<file path="config.mk">
export PLATFORM = sky130hd
export DESIGN_NAME = nisr_top
export DESIGN_NICKNAME = d
export VERILOG_FILES = /design/src/logic/nisr_pkg.sv /design/src/logic/nisr_top.sv /design/src/logic/nisr_crc16.sv
export SDC_FILE = /design/constraint.sdc
export NUM_CORES = 1
export LEC_CHECK = 0
export ABC_AREA = 1
export BUFFER_PORTS_ARGS = -buffer_cell sky130_fd_sc_hd__buf_2
export CORE_ASPECT_RATIO = 1.25
export CORE_MARGIN = 1
export CORE_UTILIZATION = 29
export CTS_CLUSTER_DIAMETER = 100
export DETAILED_ROUTE_END_ITERATION = 10
export MAX_ROUTING_LAYER = met4
export PLACE_DENSITY = 0.4
export SLEW_MARGIN = 10
export SYNTH_ARGS = -nofsm -noshare
export SYNTH_HDL_FRONTEND = slang
export SYNTH_HIERARCHICAL = 1
export SYNTH_SLANG_ARGS = --single-unit
</file>
<file path="constraint.sdc">
create_clock -name clk_i -period 10.9 [get_ports clk_i]
set_input_delay 0.545 -clock clk_i [delete_from_list [all_inputs] [get_ports clk_i]]
set_output_delay 0.545 -clock clk_i [all_outputs]
set_load 0.005 [all_outputs]
</file>
<file path="src/logic/nisr_pkg.sv">
package nisr_pkg;

  // command bytes sent on the multiplexed bus
  localparam logic [7:0] CMD_READ       = 8'h00;
  localparam logic [7:0] CMD_ID         = 8'h90;
  localparam logic [7:0] CMD_UNIQ       = 8'hED;
  localparam logic [7:0] CMD_PARAM      = 8'hEC;
  localparam logic [7:0] CMD_STATUS     = 8'h70;
  localparam logic [7:0] CMD_STATUS_ENH = 8'h78;
  localparam logic [7:0] CMD_RESET      = 8'hFF;

  // address bytes for the identification reads
  localparam logic [7:0] ADDR_ID  = 8'h00;
  localparam logic [7:0] ADDR_SIG = 8'h20;
  localparam logic [7:0] ADDR_ZERO = 8'h00;
  localparam int unsigned ADDR_ROW_CYC = 3;

  // readout lengths
  localparam int unsigned ID_LEN      = 5;
  localparam int unsigned SIG_LEN     = 4;
  localparam logic [31:0] SIG_WORD    = 32'h4F4E4649;
  localparam int unsigned UNIQ_LEN    = 16;
  localparam int unsigned UNIQ_REC    = 32;
  localparam int unsigned UNIQ_COPIES = 16;
  localparam int unsigned PP_LEN      = 256;
  localparam int unsigned PP_COPIES   = 3;
  localparam int unsigned PP_CRC_LO   = 254;
  localparam int unsigned PP_CRC_HI   = 255;

  // integrity checksum, x^16+x^15+x^2+1
  localparam logic [15:0] CRC_INIT = 16'h4F4E;
  localparam logic [15:0] CRC_POLY = 16'h8005;

  // status byte fields
  localparam int unsigned ST_READY_BIT = 6;

  // timing, 10 MHz clock
  localparam int unsigned CLK_PERIOD_NS = 100;
  localparam int unsigned T_PWR_US      = 2000;
  localparam int unsigned PWR_CYC       = (T_PWR_US * 1000 + CLK_PERIOD_NS - 1) / CLK_PERIOD_NS;
  localparam int unsigned T_WB_NS       = 100;
  localparam int unsigned WB_CYC        = (T_WB_NS + CLK_PERIOD_NS - 1) / CLK_PERIOD_NS;
  localparam int unsigned RD_LOW_CYC    = 3;

  typedef enum logic [2:0] {
    OP_ID, OP_SIG, OP_UNIQ, OP_PARAM, OP_STATUS, OP_STATUS_ENH, OP_RESET
  } nisr_op_e;

  typedef enum logic [3:0] {
    S_PWR, S_IDLE, S_CMD, S_ADR, S_WAIT, S_POLL_RD, S_READ, S_RBWAIT
  } nisr_st_e;

  typedef struct packed {
    logic       cle;
    logic       ale;
    logic       ce_n;
    logic       we_n;
    logic       re_n;
    logic       wp_n;
    logic [7:0] io_out;
    logic       io_oe;
  } nisr_pins_s;

  localparam nisr_pins_s PINS_IDLE = '{cle: 1'b0, ale: 1'b0, ce_n: 1'b1, we_n: 1'b1,
                                       re_n: 1'b1, wp_n: 1'b0, io_out: 8'h00, io_oe: 1'b0};

  typedef struct packed {
    logic      go;
    nisr_op_e  op;
    logic [23:0] row;
  } nisr_req_s;

  typedef struct packed {
    logic       rdy;
    logic       byte_vld;
    logic [7:0] byte_val;
    logic       done;
    logic       ok;
  } nisr_res_s;

  typedef struct packed {
    nisr_st_e     st;
    nisr_st_e     nx;
    nisr_op_e     op;
    nisr_pins_s   pins;
    nisr_res_s    res;
    logic [7:0]   cmd;
    logic [23:0]  row;
    logic [15:0]  cnt;
    logic [1:0]   ph;
    logic [1:0]   aidx;
    logic [7:0]   bidx;
    logic [3:0]   copy;
    logic [127:0] uniq_id;
    logic         chk_ok;
    logic [15:0]  crc;
    logic         rst_busy;
    logic [7:0]   io_s1;
    logic [7:0]   io_s2;
    logic         rb_s1;
    logic         rb_s2;
  } nisr_state_s;

endpackage : nisr_pkg

</file>
<file path="src/logic/nisr_top.sv">
`timescale 1ns/10ps
// Summary of operation
// - address 20h after 90h reads exactly the four signature bytes
// - host accepts a copy only if id xor inverse is all ones
// - after status polling host sends 00h before reading data again
// - bytes 254-255 checksum; host validates each copy with it
// - status mode persists; host sends 00h before data cycles
// - enhanced status takes three row address cycles
// - host never issues enhanced status during reset
// - no commands for 2 ms after power-up; write protect held low
module nisr_top
  import nisr_pkg::*;
#(
  parameter int unsigned P_PWR_CYC = PWR_CYC
)
(
  // clock, reset, enable
  input  wire logic        clk_i,
  input  wire logic        rst_n_i,
  input  wire logic        en_i,
  // user request and answer
  input  wire nisr_req_s   req_i,
  output nisr_res_s        res_o,
  // flash pins
  output nisr_pins_s       pins_o,
  input  wire logic [7:0]  io_i,
  input  wire logic        rb_i
);

  logic [1:0]  rst_q_r;
  logic        rst_n;
  nisr_state_s r;
  nisr_state_s n;
  logic [15:0] crc_step;

  // reset release through two flops
  always_ff @(posedge clk_i or negedge rst_n_i)
  begin
    if (!rst_n_i)
      rst_q_r <= 2'b00;
    else
      rst_q_r <= {rst_q_r[0], 1'b1};
  end
  assign rst_n = rst_q_r[1];

  // checksum of the captured byte
  nisr_crc16 u_crc (
    .crc_i  (r.crc),
    .byte_i (r.io_s2),
    .crc_o  (crc_step)
  );

  // sequencer next state
  always_comb
  begin
    logic [7:0] b;
    logic       fin;
    logic       okv;
    logic [7:0] abyte;
    b     = r.io_s2;
    fin   = 1'b0;
    okv   = 1'b0;
    abyte = ADDR_ZERO;
    n = r;
    n.res.done     = 1'b0;
    n.res.byte_vld = 1'b0;
    n.io_s1 = io_i;
    n.io_s2 = r.io_s1;
    n.rb_s1 = rb_i;
    n.rb_s2 = r.rb_s1;
    case (r.op)
      OP_SIG:        abyte = ADDR_SIG;
      OP_ID:         abyte = ADDR_ID;
      OP_STATUS_ENH: abyte = r.row[{r.aidx, 3'b000} +: 8];
      default:       abyte = ADDR_ZERO;
    endcase
    case (r.st)
      S_PWR:
      begin
        // quiet period, write protect held low
        if (r.cnt == 16'(P_PWR_CYC - 1))
        begin
          n.st = S_IDLE;
          n.cnt = 16'h0000;
          n.pins.wp_n = 1'b1;
          n.res.rdy = 1'b1;
        end
        else
          n.cnt = r.cnt + 16'h0001;
      end
      S_IDLE:
      begin
        // enhanced status refused while reset is pending
        if (req_i.go && !(req_i.op == OP_STATUS_ENH && r.rst_busy))
        begin
          n.op = req_i.op;
          n.row = req_i.row;
          n.res.rdy = 1'b0;
          n.res.ok = 1'b0;
          n.pins.ce_n = 1'b0;
          n.st = S_CMD;
          n.ph = 2'd0;
          n.aidx = 2'd0;
          n.bidx = 8'h00;
          n.copy = 4'h0;
          n.chk_ok = 1'b1;
          n.crc = CRC_INIT;
          case (req_i.op)
            OP_UNIQ:       n.cmd = CMD_UNIQ;
            OP_PARAM:      n.cmd = CMD_PARAM;
            OP_STATUS:     n.cmd = CMD_STATUS;
            OP_STATUS_ENH: n.cmd = CMD_STATUS_ENH;
            OP_RESET:      n.cmd = CMD_RESET;
            default:       n.cmd = CMD_ID;
          endcase
          n.rst_busy = (req_i.op == OP_RESET);
        end
      end
      S_CMD, S_ADR:
      begin
        // setup, strobe low, strobe high, release
        case (r.ph)
          2'd0:
          begin
            n.pins.cle = (r.st == S_CMD);
            n.pins.ale = (r.st == S_ADR);
            n.pins.io_out = (r.st == S_CMD) ? r.cmd : abyte;
            n.pins.io_oe = 1'b1;
            n.ph = 2'd1;
          end
          2'd1:
          begin
            n.pins.we_n = 1'b0;
            n.ph = 2'd2;
          end
          2'd2:
          begin
            n.pins.we_n = 1'b1;
            n.ph = 2'd3;
          end
          default:
          begin
            n.pins.cle = 1'b0;
            n.pins.ale = 1'b0;
            n.pins.io_oe = 1'b0;
            n.ph = 2'd0;
            n.cnt = 16'h0000;
            if (r.st == S_ADR)
            begin
              // three row cycles for enhanced status
              if (r.op == OP_STATUS_ENH && r.aidx != 2'(ADDR_ROW_CYC - 1))
              begin
                n.aidx = r.aidx + 2'd1;
              end
              else
              begin
                n.st = S_WAIT;
                n.nx = (r.op == OP_UNIQ || r.op == OP_PARAM) ? S_CMD : S_READ;
                n.cmd = CMD_STATUS;
              end
            end
            else if (r.cmd == CMD_READ)
              n.st = S_READ;
            else if (r.cmd == CMD_STATUS && r.op != OP_STATUS)
            begin
              n.st = S_WAIT;
              n.nx = S_POLL_RD;
            end
            else if (r.cmd == CMD_STATUS)
            begin
              n.st = S_WAIT;
              n.nx = S_READ;
            end
            else if (r.cmd == CMD_RESET)
            begin
              n.st = S_WAIT;
              n.nx = S_RBWAIT;
            end
            else
              n.st = S_ADR;
          end
        endcase
      end
      S_WAIT:
      begin
        if (r.cnt == 16'(WB_CYC - 1))
        begin
          n.cnt = 16'h0000;
          n.st = r.nx;
        end
        else
          n.cnt = r.cnt + 16'h0001;
      end
      S_POLL_RD, S_READ:
      begin
        if (r.ph == 2'd0)
        begin
          n.pins.re_n = 1'b0;
          if (r.cnt == 16'(RD_LOW_CYC)) // two sync stages: sample after the last low cycle
          begin
            n.cnt = 16'h0000;
            n.pins.re_n = 1'b1;
            n.ph = 2'd1;
            if (r.st == S_POLL_RD)
            begin
              // ready seen: leave status mode with 00h
              if (b[ST_READY_BIT])
              begin
                n.st = S_CMD;
                n.cmd = CMD_READ;
                n.ph = 2'd0;
              end
            end
            else
            begin
              // pointer advances once per read cycle
              n.res.byte_vld = 1'b1;
              n.res.byte_val = b;
              n.bidx = r.bidx + 8'h01;
              case (r.op)
                OP_ID:
                begin
                  fin = (r.bidx == 8'(ID_LEN - 1));
                  okv = 1'b1;
                end
                OP_SIG:
                begin
                  // only four signature bytes are meaningful
                  n.chk_ok = r.chk_ok && (b == SIG_WORD[{2'd3 - r.bidx[1:0], 3'b000} +: 8]);
                  fin = (r.bidx == 8'(SIG_LEN - 1));
                  okv = n.chk_ok;
                end
                OP_UNIQ:
                begin
                  // keep id, then check its inverse
                  if (r.bidx < 8'(UNIQ_LEN))
                    n.uniq_id[{r.bidx[3:0], 3'b000} +: 8] = b;
                  else
                    n.chk_ok = r.chk_ok && ((b ^ r.uniq_id[{r.bidx[3:0], 3'b000} +: 8]) == 8'hFF);
                  if (r.bidx == 8'(UNIQ_REC - 1))
                  begin
                    if (n.chk_ok || r.copy == 4'(UNIQ_COPIES - 1))
                    begin
                      fin = 1'b1;
                      okv = n.chk_ok;
                    end
                    else
                    begin
                      n.copy = r.copy + 4'h1;
                      n.bidx = 8'h00;
                      n.chk_ok = 1'b1;
                    end
                  end
                end
                OP_PARAM:
                begin
                  // checksum validates each copy
                  if (r.bidx < 8'(PP_CRC_LO))
                    n.crc = crc_step;
                  else if (r.bidx == 8'(PP_CRC_LO))
                    n.chk_ok = r.chk_ok && (b == r.crc[7:0]);
                  else
                    n.chk_ok = r.chk_ok && (b == r.crc[15:8]);
                  if (r.bidx == 8'(PP_CRC_HI))
                  begin
                    if (n.chk_ok || r.copy == 4'(PP_COPIES - 1))
                    begin
                      fin = 1'b1;
                      okv = n.chk_ok;
                    end
                    else
                    begin
                      n.copy = r.copy + 4'h1;
                      n.chk_ok = 1'b1;
                      n.crc = CRC_INIT;
                    end
                  end
                end
                default:
                begin
                  fin = 1'b1;
                  okv = 1'b1;
                end
              endcase
            end
          end
          else
            n.cnt = r.cnt + 16'h0001;
        end
        else
          n.ph = 2'd0;
      end
      S_RBWAIT:
      begin
        // reset done once ready/busy is released
        if (r.rb_s2)
        begin
          fin = 1'b1;
          okv = 1'b1;
          n.rst_busy = 1'b0;
        end
      end
      default:
        n.st = S_IDLE;
    endcase
    if (fin)
    begin
      n.st = S_IDLE;
      n.ph = 2'd0;
      n.pins.ce_n = 1'b1;
      n.res.done = 1'b1;
      n.res.rdy = 1'b1;
      n.res.ok = okv;
    end
  end

  // state register, frozen while enable is low
  always_ff @(posedge clk_i or negedge rst_n)
  begin
    if (!rst_n)
    begin
      r <= '0;
      r.pins <= PINS_IDLE;
    end
    else if (en_i)
      r <= n;
  end

  assign res_o  = r.res;
  assign pins_o = r.pins;
endmodule : nisr_top

</file>
<file path="src/logic/nisr_crc16.sv">
`timescale 1ns/10ps
module nisr_crc16
  import nisr_pkg::*;
(
  // running value and next byte
  input  wire logic [15:0] crc_i,
  input  wire logic [7:0]  byte_i,
  // updated value
  output logic      [15:0] crc_o
);

  // one byte, msb first, through the generator polynomial
  always_comb
  begin
    logic [15:0] c;
    c = crc_i;
    for (int i = 7; i >= 0; i--)
    begin
      if (c[15] ^ byte_i[i])
        c = {c[14:0], 1'b0} ^ CRC_POLY;
      else
        c = {c[14:0], 1'b0};
    end
    crc_o = c;
  end

endmodule : nisr_crc16

</file>
After elaboration in Yosys (flattened, before gate mapping)

Index checks and enable logic that the tools add are counted.

Shift-type cells: 5
Equality and inequality tests: 66
$lt $le $gt $ge: 2
Muxes and demuxes: 129
$add $sub $neg: 6
Reduce and logical (&&, ||, !) cells: 53
Bitwise logic cells: 20

Operators with widths:

| kind                    | count |
|---|---|
| $mux 157                | 3 |
| $mux 128                | 2 |
| $mux 16                 | 16 |
| $bwmux 128              | 1 |
| $shift 8x9->128 const A | 1 |
| $shiftx 128x8->8        | 1 |
| $shiftx 8x9->128        | 1 |
| $mux 8                  | 14 |
| $pmux 16 s4             | 1 |
| $mux 4                  | 13 |
| $ne 3x3->1 const B      | 14 |
| $mux 1                  | 40 |
| $pmux 8 s5              | 1 |
| $mux 9                  | 4 |
| $mux 17                 | 2 |
| $pmux 17 s2             | 1 |
| $mux 33                 | 1 |
| $eq 8x8->1 const B      | 4 |
| $ne 2x2->1 const B      | 16 |
| $shiftx 32x6->8 const A | 1 |
| $eq 8x8->1              | 3 |
| $mux 12                 | 2 |
| $not 3->3               | 8 |
| $pmux 12 s2             | 1 |
| other kinds (61)        | 130 |

Bits of input ports: 40
Register bits: 268
Output and inout port bits: 27

Depth between registers and ports, before layout

Depth in word-level cells: 24
Gate-level depth with buffers: 23
Depth with buffers taken out: 22

Modules after synthesis

The synthesis kept the hierarchy.

By module, submodules not included:

| module     | area each (um^2) | times used | cells an instance | sequential area each (um^2) |
|---|---|---|---|---|
| nisr_top   | 14181.1          | 1          | 1949              | 6635.1 |
| nisr_crc16 | 570.5            | 1          | 74                | 0.0 |

Least setup slack after synthesis

OpenSTA, ideal clock, no wires.

Path kind: register to register
Start point: register r[168] in the netlist's numbering
End point: register r[84] in the netlist's numbering
Setup time: 130 ps
Path buffers: 3
Path slack: 8065 ps
Arrival: 2705 ps
Period minus slack after synthesis: 2835 ps
Data required time: 10770 ps
Cell stages (with the launch flop): 13
Cells stage by stage: dfrtp_1 -> inv_2 -> buf_2 -> buf_2 -> clkbuf_1 -> ha_1 -> or2_2 -> nand2_1 -> clkinv_1 -> nor3_2 -> nand4_1 -> nand2_1 -> o21ai_0

Cells in the longest elaborated chain, start to end: 3
Elaborated cells between the ends (all ways): 6
Those cells by class: add/sub: 1; order compare: 1; shift: 2; mux: 1; reduce/logical: 1

Ends and longest elaborated chain:

| what                                                | RTL line        | RTL |
|---|---|---|
| start, declared                                     | nisr_top.sv:32  | `nisr_state_s r;` |
| start signal, assigned                              | nisr_top.sv:326 | `r <= n;` |
| $neg 7->9                                           | nisr_top.sv:237 | `n.uniq_id[{r.bidx[3:0], 3'b000} +: 8] = b;` |
| $shiftx 8x9->128 or $shift 8x9->128 (tied branches) | nisr_top.sv:237 |  |
| $bwmux 128                                          | nisr_top.sv:237 |  |

Parallel ways exist; a longest one is shown, timed or not.
A chain may end at the register's enable or synchronous reset.

Final worst setup path

Start point: register r[169] in the netlist's numbering
End point: register r[85] in the netlist's numbering

The elaborated chain is that of the path after synthesis.

==> flow_summary.ini <==
[status]
outcome = complete, no violations

[sta]
timing.fmax_ghz = 0.243
drv_slew = 0
fin_skew_ps = 28.7
hold_viol = 0
slew_headroom = 0.261
worst_pin_slew_ps = 1110
rsz0062_at_grt = no
setup_viol = 0
final.setup.tns_ps = 0
min_period_ps = 4120
fin_crit_sh = 0.378

[synthesis]
syn_avg_cell_area_um2 = 7.29
syn_nets = 2076
synth-edff-count = 0
yosys_warnings = 6
netlist_area_mm2 = 0.0148
syn-instance-count = 2023
synth_seq_cells = 265
ys_seq_area_frac = 0.450
ys.flop_type = dfrtp_1
async_flop_share = 1.00
ys_types = 54

[routing]
dr.pass1.iters = 5
vias_per_cell = 4.79
ant_nets = 0
drtIter0Drc = 810
post_drt_wl_per_cell_um = 18.8
drt_wl_total_um = 51200
drc = 0
vias = 13100

[pwr]
powerDensity_mw_per_mm2 = 151
peakVddDrop_v = 0.000125
power_leakage_nw = 7.92

[flow_run]
drv_cap = 0

[global_route]
grt_first_pass_wirelength_um = 80200
antenna_found_initial = 0
grt-ovfl-total = 0
grt_usage = 0.210
grt_max_degree = 154
grt_pass1_vias = 13500

[clock_network]
post_cts_buffers = 0
clk_pin_slew_ps = 60
cts_tree = done
cts.path.max_buffers = 3
ctsResizeCount = 0
cts_hold_buf = 1
insertion_delay_ps = 550
clock_sinks = 265
cts_buffers = 34
ctsHtreeMaxLevel = 2
cts-root-buf = clkbuf_16

[setup_path]
required_ps = 11280
reg2reg_depth = 9
cp_max_fo = 38
r2r-start = r[169]$_DFFE_PN0P_
r2r_slack_ps = 6780
crit_path_end_kind = flop
timing.critical_path.from = r[169]$_DFFE_PN0P_
crit_path_end = r[85]$_DFFE_PN0P_
crit_slowest_cell = nor3_2
path_class = flop to flop
critPathMaxStageDelay_ps = 710
worstPathCellList = inv_2 > ha_1 > nand2_1 > nand2_1 > clkinv_1 > nor3_2 > nand4_1 > nand2_1 > o21ai_0
worstPathArrival_ps = 4490
reg2reg_to = r[85]$_DFFE_PN0P_
cp_common_cell = nand2_1
start_kind = flop

[die]
num_io_pins = 67
dieArea_mm2 = 0.0518
core-area_mm2 = 0.0503
rows = 92
die_x_um = 204
initial_utilization = 0.293
die_y_um = 254

[cells_and_area]
diodes = 0
synthToLayoutAreaGrowth_pct = 13.0
stdcell_count = 2728
fin_nets = 2098
most-common-layout-cells = nand2_1, dfrtp_1, o21ai_0, inv_1, nor2_1
drive_gt1_frac = 0.0947
final_common_cell = nand2_1

[place]
dp.cells = 2666
gp_congestion = 0.876
port_buffers = 66
hpwl_um = 36500

[min_path]
hp-class = input pin to flop
==> synthesized netlist by cell type (5+ instances only) <==
library cell	number	area share
xor2_1	11	0.0065
nor3_2	6	0.0041
a21oi_1	48	0.016
inv_1	210	0.053
dfrtp_1	262	0.44
nand4_1	9	0.0038
nand3_1	93	0.032
clkbuf_1	36	0.0092
inv_2	7	0.0018
clkinv_1	5	0.0013
o21ai_1	12	0.0041
o21ai_0	230	0.078
a2bb2oi_1	5	0.0030
buf_4	41	0.021
ha_1	13	0.011
nand2_1	698	0.18
o22ai_1	19	0.0081
nor3_1	53	0.018
nand2_4	7	0.0053
nand2_2	12	0.0051
nor2_1	171	0.044
buf_2	12	0.0041
==> cells by family after synthesis <==
kind of cell               after synthesis  synth area share
AOI/OAI and AO/OA                      333             0.119
xor gates and xnor gates                21            0.0186
adders and majority gates               13            0.0110
buffers and inverters                  312            0.0909
DFF                                    265             0.450
muxes                                    1          0.000763
other                                    1          0.000254
and+or+nand+nor                       1077             0.309
==> where the power goes <==
part	leakage [nW]	switching, W	internal, W
clock network	0.578	0.000461	0.000736
logic	3.92	0.000192	0.0000808
registers	3.43	0.0000442	0.00101
==> registers in the layout, indices dropped and copies added (netlist names) <==
name     cells
n            9
pins_o      15
r          227
res_o       12
rst_q_r      2
==> worst max-delay path: cells and delay by family, from the launching register on <==
kind | cells | cell delay, ps
flops | 1 | 380
buf+inv | 2 | 1050
fa+ha+maj | 1 | 290
compound gates | 1 | 100
simple gates | 5 | 2130
==> worst min path at each step <==
| stage | slack, ps | end | from | depth (start not counted) |
|---|---|---|---|---|
| 2_1_floorplan | 250 | rst_q_r[0]$_DFF_PN0_ | rst_n_i | 0 |
| 3_3_place_gp | 330 | rst_q_r[0]$_DFF_PN0_ | rst_n_i | 1 |
| 3_5_place_dp | 340 | rst_q_r[0]$_DFF_PN0_ | rst_n_i | 1 |
| 4_1_cts | 180 | r[200]$_DFFE_PN0P_ | req_i[4] | 3 |
| 5_1_grt | 200 | r[211]$_DFFE_PN0P_ | req_i[15] | 3 |
| 6_report | 210 | r[200]$_DFFE_PN0P_ | req_i[4] | 3 |
==> metrics by stage <==
step	hold WS, ps	power [W]	area [µm²]	setup slack (ps)	util
finish	211	0.00253	16700	6780	0.331
global route	204	0.00264	16700	6460	0.331
global placement	330	0.00135	15500	6730	0.308
floorplan	249	0.00125	14800	2970	-
detailed placement	336	0.00135	15500	6770	0.308
CTS	178	0.00257	16700	6750	0.331
==> metal layers <==
layer	up-vias	track usage	wire length (µm)
li1	6457	-	-
met1	6296	0.251	21700
met2	245	0.363	26100
met3	82	0.0242	1670
met4	0	0.0718	1670
met5	-	-	0
==> area by class of cell <==
type,count,area [µm²]
fillers,5503,33600
clock inverters,9,123
inverters,223,838
well taps,658,823
multi-input cells,1446,6780
repair buffers,75,413
flip-flops and latches,265,6640
clock buffers,52,1050
No activity file was read; power rests on OpenSTA's default activity.
